===== src/core/mbl_pkg.sv =====
// constants, register map and carrier types of the fabric mailbox link
// assumes one 50 MHz clock and a plain strobe register port with 8-bit byte addresses
//
// What this block does
// - the block holds an eight-entry transmit fifo and an eight-entry receive fifo of bytes behind its register port.
// - outside loopback every byte the fabric master writes is carried to the peer block, whose request line tells the controller a byte waits.
// - every byte travels with a marker as bit 8 of a nine-bit path so the receiver can find packet starts.
// - a byte or word write to the frame-start registers enqueues its bytes with the marker set.
// - a byte or word write to the plain data registers enqueues its bytes with the marker clear.
// - status bit 7 shows whether the next receive byte carries the marker.
// - receive and transmit dma request lines give the dma engine flow control.
// - the register, control and link logic and both fifos share the single clock here.
// - after power-up the soft reset bit is one, control holds 2, status reads 5 and other registers are zero; the block stays in reset until software releases it.
// - bit 15 of the soft reset register holds the block in reset while one and resets to one.
// - one interrupt output asserts only for conditions whose enable bits are set.
package mbl_pkg;
   localparam int FIFO_DEPTH     = 8;
   localparam int PTR_W          = 3;
   localparam int CNT_W          = 4;
   localparam logic [CNT_W-1:0] CNT_FULL  = 4'h8;
   localparam logic [CNT_W-1:0] CNT_WORD  = 4'h4;  // most entries allowing a word write
   localparam logic [2:0]       WORD_BYTES = 3'h4;

   // register byte addresses
   localparam logic [7:0] ADDR_CTRL       = 8'h00;
   localparam logic [7:0] ADDR_STATUS     = 8'h04;
   localparam logic [7:0] ADDR_INT_EN     = 8'h08;
   localparam logic [7:0] ADDR_INT_STAT   = 8'h0c;
   localparam logic [7:0] ADDR_PLAIN8     = 8'h10;
   localparam logic [7:0] ADDR_PLAIN32    = 8'h14;
   localparam logic [7:0] ADDR_MARK8      = 8'h18;
   localparam logic [7:0] ADDR_MARK32     = 8'h1c;
   localparam logic [7:0] ADDR_SOFT_RESET = 8'h20;
   localparam logic [7:0] ADDR_RX_DATA    = 8'h24;

   // control fields
   localparam int CTRL_ENABLE   = 0;
   localparam int CTRL_LOOPBACK = 1;
   localparam logic [1:0] CTRL_RESET = 2'h2;
   localparam int SOFT_RESET_BIT = 15;

   // status fields
   localparam int ST_TX_OK      = 0;
   localparam int ST_RX_OK      = 1;
   localparam int ST_TX_WORD_OK = 2;
   localparam int ST_TX_FULL    = 3;
   localparam int ST_RX_MARK    = 7;

   // interrupt condition bits
   localparam int EV_W         = 4;
   localparam int EV_RX_NEMPTY = 0;
   localparam int EV_TX_NFULL  = 1;
   localparam int EV_TX_OVFL   = 2;
   localparam int EV_RX_UNFL   = 3;

   typedef struct packed {
      logic       mark;
      logic [7:0] data;
   } mbl_byte_s;

   typedef enum logic [1:0] {
      TX_IDLE = 2'b00,
      TX_WAIT = 2'b01,
      TX_DROP = 2'b10
   } mbl_tx_state_e;
endpackage : mbl_pkg


===== src/core/mbl_fifo.sv =====
// eight-entry nine-bit fifo with a registered head word
// assumes push is never given when full nor pop when empty; one clock, sync reset
module mbl_fifo
   import mbl_pkg::*;
(
   input  wire logic               clk_i,
   input  wire logic               rst_i,
   input  wire logic               push_i,
   input  mbl_pkg::mbl_byte_s      wdata_i,
   input  wire logic               pop_i,
   output mbl_pkg::mbl_byte_s      head_o,
   output logic [mbl_pkg::CNT_W-1:0] count_o
);
   mbl_byte_s             mem [FIFO_DEPTH];
   logic [PTR_W-1:0]      wr_ptr_reg;
   logic [PTR_W-1:0]      rd_ptr_reg;
   logic [PTR_W-1:0]      rd_ptr_next;
   logic [CNT_W-1:0]      count_reg;

   assign rd_ptr_next = pop_i ? rd_ptr_reg + 3'h1 : rd_ptr_reg;
   assign count_o     = count_reg;

   // storage has no reset, only pointers, fill level and head do
   always_ff @(posedge clk_i) begin
      if (push_i) begin
         mem[wr_ptr_reg] <= wdata_i;
      end
   end

   // pointers and fill level
   always_ff @(posedge clk_i) begin
      if (rst_i) begin
         wr_ptr_reg <= '0;
         rd_ptr_reg <= '0;
         count_reg  <= '0;
      end else begin
         if (push_i) begin
            wr_ptr_reg <= wr_ptr_reg + 3'h1;
         end
         rd_ptr_reg <= rd_ptr_next;
         count_reg  <= count_reg + {3'h0, push_i} - {3'h0, pop_i};
      end
   end

   // head is a register: bypass the write when it lands on the next head slot
   always_ff @(posedge clk_i) begin
      if (rst_i) begin
         head_o <= '0;
      end else if (push_i && wr_ptr_reg == rd_ptr_next) begin
         head_o <= wdata_i;
      end else begin
         head_o <= mem[rd_ptr_next];
      end
   end
endmodule : mbl_fifo


===== src/core/mbl_link.sv =====
// top of the fabric mailbox link: register port, marker logic, fifos, peer handshake
// assumes the peer block drives its lines from another clock; those pass two flip-flops here
//
// The implementer's own choices: the strobed register port and the placing of the registers.
module mbl_link
   import mbl_pkg::*;
(
   input  wire logic          REF_CLK_I,
   input  wire logic          RST_I,
   input  wire logic [7:0]    ADDR_I,
   input  wire logic [31:0]   WDATA_I,
   input  wire logic          WR_I,
   input  wire logic          RD_I,
   output logic [31:0]        RDATA_O,
   output logic               MAILBOX_IRQ_OUT_O,
   output logic               RX_DMA_REQUEST_O,
   output logic               TX_DMA_REQUEST_O,
   output mbl_pkg::mbl_byte_s TX_BYTE_O,
   output logic               TX_REQ_O,
   input  wire logic          TX_ACK_I,
   input  mbl_pkg::mbl_byte_s RX_BYTE_I,
   input  wire logic          RX_REQ_I,
   output logic               RX_ACK_O
);
   logic                   soft_reset_reg;
   logic                   blk_rst;
   logic [1:0]             ctrl_reg;
   logic [EV_W-1:0]        int_en_reg;
   logic [EV_W-1:0]        int_stat_reg;
   logic [EV_W-1:0]        events;
   logic [31:0]            stage_reg;
   logic [2:0]             stage_cnt_reg;
   logic                   stage_mark_reg;
   logic                   tx_push;
   mbl_byte_s              tx_wdata;
   logic                   tx_pop;
   mbl_byte_s              tx_head;
   logic [CNT_W-1:0]       tx_cnt;
   logic                   rx_push;
   mbl_byte_s              rx_wdata;
   logic                   rx_pop;
   mbl_byte_s              rx_head;
   logic [CNT_W-1:0]       rx_cnt;
   logic                   tx_full;
   logic                   tx_empty;
   logic                   rx_full;
   logic                   rx_empty;
   logic                   enabled;
   logic                   loopback;
   logic                   wr_byte;
   logic                   wr_word;
   logic                   wr_mark;
   logic                   byte_ok;
   logic                   word_ok;
   logic                   tx_ovfl;
   logic                   rx_unfl;
   logic [31:0]            rdata_next;
   logic                   tx_ack_meta;
   logic                   tx_ack_sync;
   logic                   rx_req_meta;
   logic                   rx_req_sync;
   mbl_byte_s              rx_byte_meta;
   mbl_byte_s              rx_byte_sync;
   mbl_tx_state_e          tx_state_reg;
   mbl_byte_s              tx_byte_reg;
   logic                   rx_ack_reg;

   // soft reset register sits outside the block reset so software can release it
   always_ff @(posedge REF_CLK_I) begin
      if (RST_I) begin
         soft_reset_reg <= 1'b1;
      end else if (WR_I && ADDR_I == ADDR_SOFT_RESET) begin
         soft_reset_reg <= WDATA_I[SOFT_RESET_BIT];
      end
   end

   assign blk_rst  = RST_I || soft_reset_reg;
   assign enabled  = ctrl_reg[CTRL_ENABLE] && !blk_rst;    // dma lines drop at once
   assign loopback = ctrl_reg[CTRL_LOOPBACK];
   assign tx_full  = tx_cnt == CNT_FULL;
   assign tx_empty = tx_cnt == '0;
   assign rx_full  = rx_cnt == CNT_FULL;
   assign rx_empty = rx_cnt == '0;

   // write decode: which data register, and whether it marks a frame start
   assign wr_byte = WR_I && (ADDR_I == ADDR_PLAIN8 || ADDR_I == ADDR_MARK8);
   assign wr_word = WR_I && (ADDR_I == ADDR_PLAIN32 || ADDR_I == ADDR_MARK32);
   assign wr_mark = ADDR_I == ADDR_MARK8 || ADDR_I == ADDR_MARK32;
   assign byte_ok = stage_cnt_reg == '0 && !tx_full;
   assign word_ok = stage_cnt_reg == '0 && tx_cnt <= CNT_WORD;
   assign tx_ovfl = (wr_byte && !byte_ok) || (wr_word && !word_ok);

   // control and enable registers
   always_ff @(posedge REF_CLK_I) begin
      if (blk_rst) begin
         ctrl_reg   <= CTRL_RESET;
         int_en_reg <= '0;
      end else if (WR_I && ADDR_I == ADDR_CTRL) begin
         ctrl_reg   <= WDATA_I[1:0];
      end else if (WR_I && ADDR_I == ADDR_INT_EN) begin
         int_en_reg <= WDATA_I[EV_W-1:0];
      end
   end

   // word staging: a word is taken in one cycle and fed to the fifo low byte first
   always_ff @(posedge REF_CLK_I) begin
      if (blk_rst) begin
         stage_reg      <= '0;
         stage_cnt_reg  <= '0;
         stage_mark_reg <= 1'b0;
      end else if (wr_word && word_ok) begin
         stage_reg      <= WDATA_I;
         stage_cnt_reg  <= WORD_BYTES;
         stage_mark_reg <= wr_mark;
      end else if (stage_cnt_reg != '0) begin
         stage_reg      <= {8'h00, stage_reg[31:8]};
         stage_cnt_reg  <= stage_cnt_reg - 3'h1;
      end
   end

   // transmit fifo feed: byte writes go straight in, otherwise the stage drains
   always_comb begin
      tx_push  = 1'b0;
      tx_wdata = '0;
      if (wr_byte && byte_ok) begin
         tx_push  = 1'b1;
         tx_wdata = '{mark: wr_mark, data: WDATA_I[7:0]};
      end else if (stage_cnt_reg != '0) begin
         tx_push  = 1'b1;
         tx_wdata = '{mark: stage_mark_reg, data: stage_reg[7:0]};
      end
   end

   // both fifos, eight nine-bit entries each
   mbl_fifo u_tx_fifo (
      .clk_i   (REF_CLK_I),
      .rst_i   (blk_rst),
      .push_i  (tx_push),
      .wdata_i (tx_wdata),
      .pop_i   (tx_pop),
      .head_o  (tx_head),
      .count_o (tx_cnt)
   );

   mbl_fifo u_rx_fifo (
      .clk_i   (REF_CLK_I),
      .rst_i   (blk_rst),
      .push_i  (rx_push),
      .wdata_i (rx_wdata),
      .pop_i   (rx_pop),
      .head_o  (rx_head),
      .count_o (rx_cnt)
   );

   // peer lines come from another clock: two flip-flops before any use
   // the peer byte passes the same two stages as the request and is seen in the same cycle
   always_ff @(posedge REF_CLK_I) begin
      if (blk_rst) begin
         tx_ack_meta <= 1'b0;
         tx_ack_sync <= 1'b0;
         rx_req_meta <= 1'b0;
         rx_req_sync <= 1'b0;
         rx_byte_meta <= '0;
         rx_byte_sync <= '0;
      end else begin
         tx_ack_meta <= TX_ACK_I;
         tx_ack_sync <= tx_ack_meta;
         rx_req_meta <= RX_REQ_I;
         rx_req_sync <= rx_req_meta;
         rx_byte_meta <= RX_BYTE_I;
         rx_byte_sync <= rx_byte_meta;
      end
   end

   // outbound four-phase handshake; the byte is held until the request is dropped
   always_ff @(posedge REF_CLK_I) begin
      if (blk_rst) begin
         tx_state_reg <= TX_IDLE;
         tx_byte_reg  <= '0;
      end else begin
         case (tx_state_reg)
            TX_IDLE: begin
               if (enabled && !loopback && !tx_empty && !tx_ack_sync) begin
                  tx_byte_reg  <= tx_head;
                  tx_state_reg <= TX_WAIT;
               end
            end
            TX_WAIT: begin
               if (tx_ack_sync) begin
                  tx_state_reg <= TX_DROP;
               end
            end
            TX_DROP: begin
               if (!tx_ack_sync) begin
                  tx_state_reg <= TX_IDLE;
               end
            end
            default: begin
               tx_state_reg <= TX_IDLE;
            end
         endcase
      end
   end

   // loopback moves the transmit head straight into the receive fifo
   assign tx_pop = (tx_state_reg == TX_IDLE && enabled && !tx_empty)
                   && (loopback ? !rx_full : !tx_ack_sync);

   // inbound handshake: peer data is stable while its request stands
   always_ff @(posedge REF_CLK_I) begin
      if (blk_rst) begin
         rx_ack_reg <= 1'b0;
      end else if (rx_req_sync && !rx_ack_reg && enabled && !loopback && !rx_full) begin
         rx_ack_reg <= 1'b1;
      end else if (!rx_req_sync) begin
         rx_ack_reg <= 1'b0;
      end
   end

   always_comb begin
      rx_push  = 1'b0;
      rx_wdata = rx_byte_sync;
      if (loopback) begin
         rx_push  = tx_pop;
         rx_wdata = tx_head;
      end else if (rx_req_sync && !rx_ack_reg && enabled && !rx_full) begin
         rx_push  = 1'b1;
      end
   end

   assign rx_pop  = RD_I && ADDR_I == ADDR_RX_DATA && !rx_empty;
   assign rx_unfl = RD_I && ADDR_I == ADDR_RX_DATA && rx_empty;

   // interrupt conditions: set wins over a write-one clear in the same cycle
   assign events = {rx_unfl, tx_ovfl, !tx_full, !rx_empty};
   always_ff @(posedge REF_CLK_I) begin
      if (blk_rst) begin
         int_stat_reg <= '0;
      end else if (WR_I && ADDR_I == ADDR_INT_STAT) begin
         int_stat_reg <= (int_stat_reg & ~WDATA_I[EV_W-1:0]) | events;
      end else begin
         int_stat_reg <= int_stat_reg | events;
      end
   end

   assign MAILBOX_IRQ_OUT_O = !blk_rst && |(int_stat_reg & int_en_reg);
   assign RX_DMA_REQUEST_O  = enabled && !rx_empty;
   assign TX_DMA_REQUEST_O  = enabled && byte_ok;
   assign TX_BYTE_O         = tx_byte_reg;
   assign TX_REQ_O          = tx_state_reg == TX_WAIT;
   assign RX_ACK_O          = rx_ack_reg;

   // read mux; unmapped addresses and write-only data registers read zero
   always_comb begin
      rdata_next = '0;
      case (ADDR_I)
         ADDR_CTRL:       rdata_next[1:0] = ctrl_reg;
         ADDR_STATUS: begin
            rdata_next[ST_TX_OK]      = byte_ok;
            rdata_next[ST_RX_OK]      = !rx_empty;
            rdata_next[ST_TX_WORD_OK] = word_ok;
            rdata_next[ST_TX_FULL]    = tx_full;
            rdata_next[ST_RX_MARK]    = !rx_empty && rx_head.mark;
         end
         ADDR_INT_EN:     rdata_next[EV_W-1:0] = int_en_reg;
         ADDR_INT_STAT:   rdata_next[EV_W-1:0] = int_stat_reg;
         ADDR_SOFT_RESET: rdata_next[SOFT_RESET_BIT] = soft_reset_reg;
         ADDR_RX_DATA:    rdata_next[8:0] = rx_empty ? 9'h000 : rx_head;
         default:         rdata_next = '0;
      endcase
   end

   // read data stand only in the cycle after the read strobe
   always_ff @(posedge REF_CLK_I) begin
      if (RST_I || !RD_I) begin
         RDATA_O <= '0;
      end else begin
         RDATA_O <= rdata_next;
      end
   end
endmodule : mbl_link


===== config.mk =====
export PLATFORM = sky130hd
export DESIGN_NAME = mbl_link
export DESIGN_NICKNAME = d
export VERILOG_FILES = /design/src/core/mbl_pkg.sv /design/src/core/mbl_fifo.sv /design/src/core/mbl_link.sv
export SDC_FILE = /design/constraint.sdc
export NUM_CORES = 1
export LEC_CHECK = 0
export BUFFER_PORTS_ARGS = -buffer_cell sky130_fd_sc_hd__buf_4
export CAP_MARGIN = 10
export CORE_MARGIN = 2
export CORE_UTILIZATION = 40
export CTS_BUF_LIST = sky130_fd_sc_hd__clkbuf_16
export DETAILED_ROUTE_END_ITERATION = 12
export GPL_ROUTABILITY_DRIVEN = 0
export PLACE_DENSITY = 0.6
export SYNTH_ARGS = -nofsm -noshare
export SYNTH_HDL_FRONTEND = slang
export SYNTH_SLANG_ARGS = --single-unit

===== constraint.sdc =====
create_clock -name REF_CLK_I -period 4.1 [get_ports REF_CLK_I]
set_clock_uncertainty 0.1 [all_clocks]
set_input_delay 0.205 -clock REF_CLK_I [delete_from_list [all_inputs] [get_ports REF_CLK_I]]
set_output_delay 0.205 -clock REF_CLK_I [all_outputs]
set_load 0.005 [all_outputs]

==> impl_metrics.json <==
{
  "relSlewSlack_pct": 26.0,
  "die_w_um": 178,
  "dieArea_sq_um": 31700,
  "synthArstFlopShare_pct": 0,
  "drt_iter0_drc": 555,
  "antennaDiodeCount": 0,
  "vias": 8562,
  "fmax_mhz": 300,
  "grt_pass1_vias": 8556,
  "rr_worst_depth": 7,
  "cts.sinks": 273,
  "worstPathCellList": "or3b_1 -> nor4b_1 -> a31oi_1 -> nor2_2 -> nor4b_4 -> a2111oi_0 -> a211oi_1",
  "period_share_pct": 81.3,
  "num_rows": 63,
  "p_leak_nw": 5.48,
  "yosysSeqAreaShare_pct": 57.0,
  "required_ps": 4450,
  "outcome": "complete, no violations",
  "hold_viol": 0,
  "area_growth_pct": 19.7,
  "final_cell_mix": "144 x edfxtp_1, 129 x dfxtp_1, 123 x nor2_1",
  "wl_um": 30300,
  "irDropWorstVdd_mv": 0.310,
  "min_period_ps": 3330,
  "slew_violations": 0,
  "insertion_delay_ps": 550,
  "min_from": "WR_I",
  "layout_commonest_cell": "edfxtp_1",
  "synthFlopType": "edfxtp_1",
  "max_cap_viol_count": 0,
  "cts.clk_slew.worst_paths_ps": 60,
  "end_kind": "register",
  "cp_slowest_stage_delay_ps": 950,
  "synth_area_leaders": "edfxtp_1 36%, dfxtp_1 21%, mux2i_1 4.8%",
  "r2r-start": "ctrl_reg[0]",
  "drc": 0,
  "ff2ff_setup_slack_ps": 770,
  "cts_tree": "built",
  "vias_per_cell": 5.34,
  "tightest_slew_ps": 1110,
  "cts-root-buf": "clkbuf_16",
  "post_cts.repair.setup_buffers": 0,
  "yosys_register_bits": 273,
  "portBuffers": 78,
  "crit_slowest_cell": "nor4b_4",
  "hold_end": "ctrl_reg[1]",
  "synth_top_area_share_pct": 35.7,
  "ctsResizeCount": 0,
  "start_util_pct": 40.7,
  "dp_cells": 1499,
  "critPathLaunchType": "register",
  "critPathBufInv": 0,
  "critical_path_arrival_ps": 3690,
  "final.setup.tns_ps": 0,
  "grt_max_degree": 50,
  "grt_use_total_pct": 19.4,
  "rsz0062_at_grt": "no",
  "setup_viol": 0,
  "power_mw": 5.43,
  "r2r_end": "u_rx_fifo.head_o[7]",
  "hold_depth": 4,
  "ys_types": 74,
  "ant_nets": 0,
  "dr.pass1.iters": 5,
  "dp_hpwl_um": 19300,
  "cp_max_fo": 18,
  "fill_cells": 2617,
  "cp_top_family": "simple AND/OR/NAND/NOR gates",
  "fin_util_pct": 48.8,
  "htree_levels": 1,
  "crit_cells": 7,
  "postSynthAreaPerCell_sq_um": 11.4,
  "antenna_found_initial": 0,
  "yosysWarnings": 0,
  "fin_cells": 1603,
  "syn_inst": 1060,
  "hp-class": "input pin to register",
  "grt_pass1_wl_um": 47800,
  "core_sq_um": 29700,
  "grt-ovfl-total": 0,
  "wl_per_cell_um": 18.9,
  "die_h_um": 178,
  "cts_buffer_depth": 3,
  "synth-edff-count": 144,
  "netlist_area_sq_um": 12100,
  "p_per_area_nw_per_um2": 375,
  "synth_top_cell_by_area": "edfxtp_1",
  "io_pins": 101,
  "worstSetupPathType": "register to register",
  "drive_gt1_share_pct": 16.1,
  "cts_buffers": 28,
  "nNetsFinal": 1267
}
[routing by layer]
layer / GRT usage [%] / wire length [um] / vias up
met2: 31.6 / 13900 / 284
li1: - / - / 4111
met4: 4.64 / 566 / 0
met5: 0 / 0 / -
met1: 27.3 / 14000 / 4118
met3: 2.64 / 1770 / 49
[how the worst max path moves through the flow]
stage	from	endpoint	slack [ps]
after floorplan	ADDR_I[2]	u_tx_fifo.mem[2][0]	1100
after global placement	u_rx_fifo.count_o[2]	u_tx_fifo.head_o[2]	950
after detailed placement	ctrl_reg[0]	u_rx_fifo.head_o[7]	830
after CTS	ctrl_reg[0]	u_rx_fifo.head_o[7]	770
after global routing	ctrl_reg[0]	u_rx_fifo.head_o[7]	510
final	ctrl_reg[0]	u_rx_fifo.head_o[7]	770
[area by class of cell]
class,instances,area (sq um),share of cell area [%]
well taps,390,488,3.37
clock inverters,23,181,1.25
inverters,25,96.3,0.665
repair buffers,165,1370,9.46
flip-flops and latches,273,6910,47.7
multi-input cells,699,4750,32.8
clock buffers,28,701,4.83
[per-stage QoR]
stage	setup slack, ps	area, sq um	hold slack (ps)
final	767	14500	19.0
after global routing	511	14500	38.2
after CTS	773	14500	7.50
after detailed placement	834	13100	310
after global placement	948	13100	310
after floorplan	1100	12200	206
[timing repair]
item / in CTS / in global routing
setup endpoints to repair: 0 / 0
hold buffers: 53 / 0
hold endpoints to repair: 61 / 0
[Yosys cell counts (all sizes together), types with 9 or more instances]
| master | number |
|---|---|
| a21oi | 42 |
| ha | 18 |
| xnor2 | 12 |
| dfxtp | 129 |
| nor2 | 128 |
| mux4 | 16 |
| a2111oi | 11 |
| clkbuf | 43 |
| edfxtp | 144 |
| nand2 | 76 |
| a22o | 9 |
| buf | 41 |
| nor3b | 14 |
| and2 | 34 |
| a22oi | 23 |
| o221ai | 9 |
| nor4b | 9 |
| inv | 25 |
| mux2i | 59 |
| o21ai | 48 |
| o2111ai | 9 |
| nor3 | 17 |
| o211ai | 14 |
| nand3 | 38 |
[where the power goes]
group	switching (mW)	internal, mW	leakage (nW)	total (mW)
registers	0.000167	2.85	2.46	2.85
logic	0.0425	0.0707	2.54	0.113
clock network	1.05	1.42	0.475	2.47
[cell families (layout without fill, tap and decap cells)]
group | count (synthesis) | count (layout) | synth area share, %
AO/OA/AOI/OAI | 203 | 203 | 11.4
flip-flops | 273 | 273 | 57.0
other | 1 | 22 | 0.0310
AND/OR/NAND/NOR | 354 | 354 | 14.9
buffers and inverters | 109 | 241 | 4.54
multiplexers | 82 | 82 | 8.57
adder cells (fa/ha/maj) | 20 | 20 | 2.19
XOR/XNOR | 18 | 18 | 1.36
[worst register-to-register path, stage by stage (launching register included)]
cell and delay [ps]:
dfxtp_1 400, or3b_1 500, nor4b_1 380, a31oi_1 100, nor2_2 300, nor4b_4 950, a2111oi_0 230, a211oi_1 280
No activity file was read; power rests on OpenSTA's default activity.
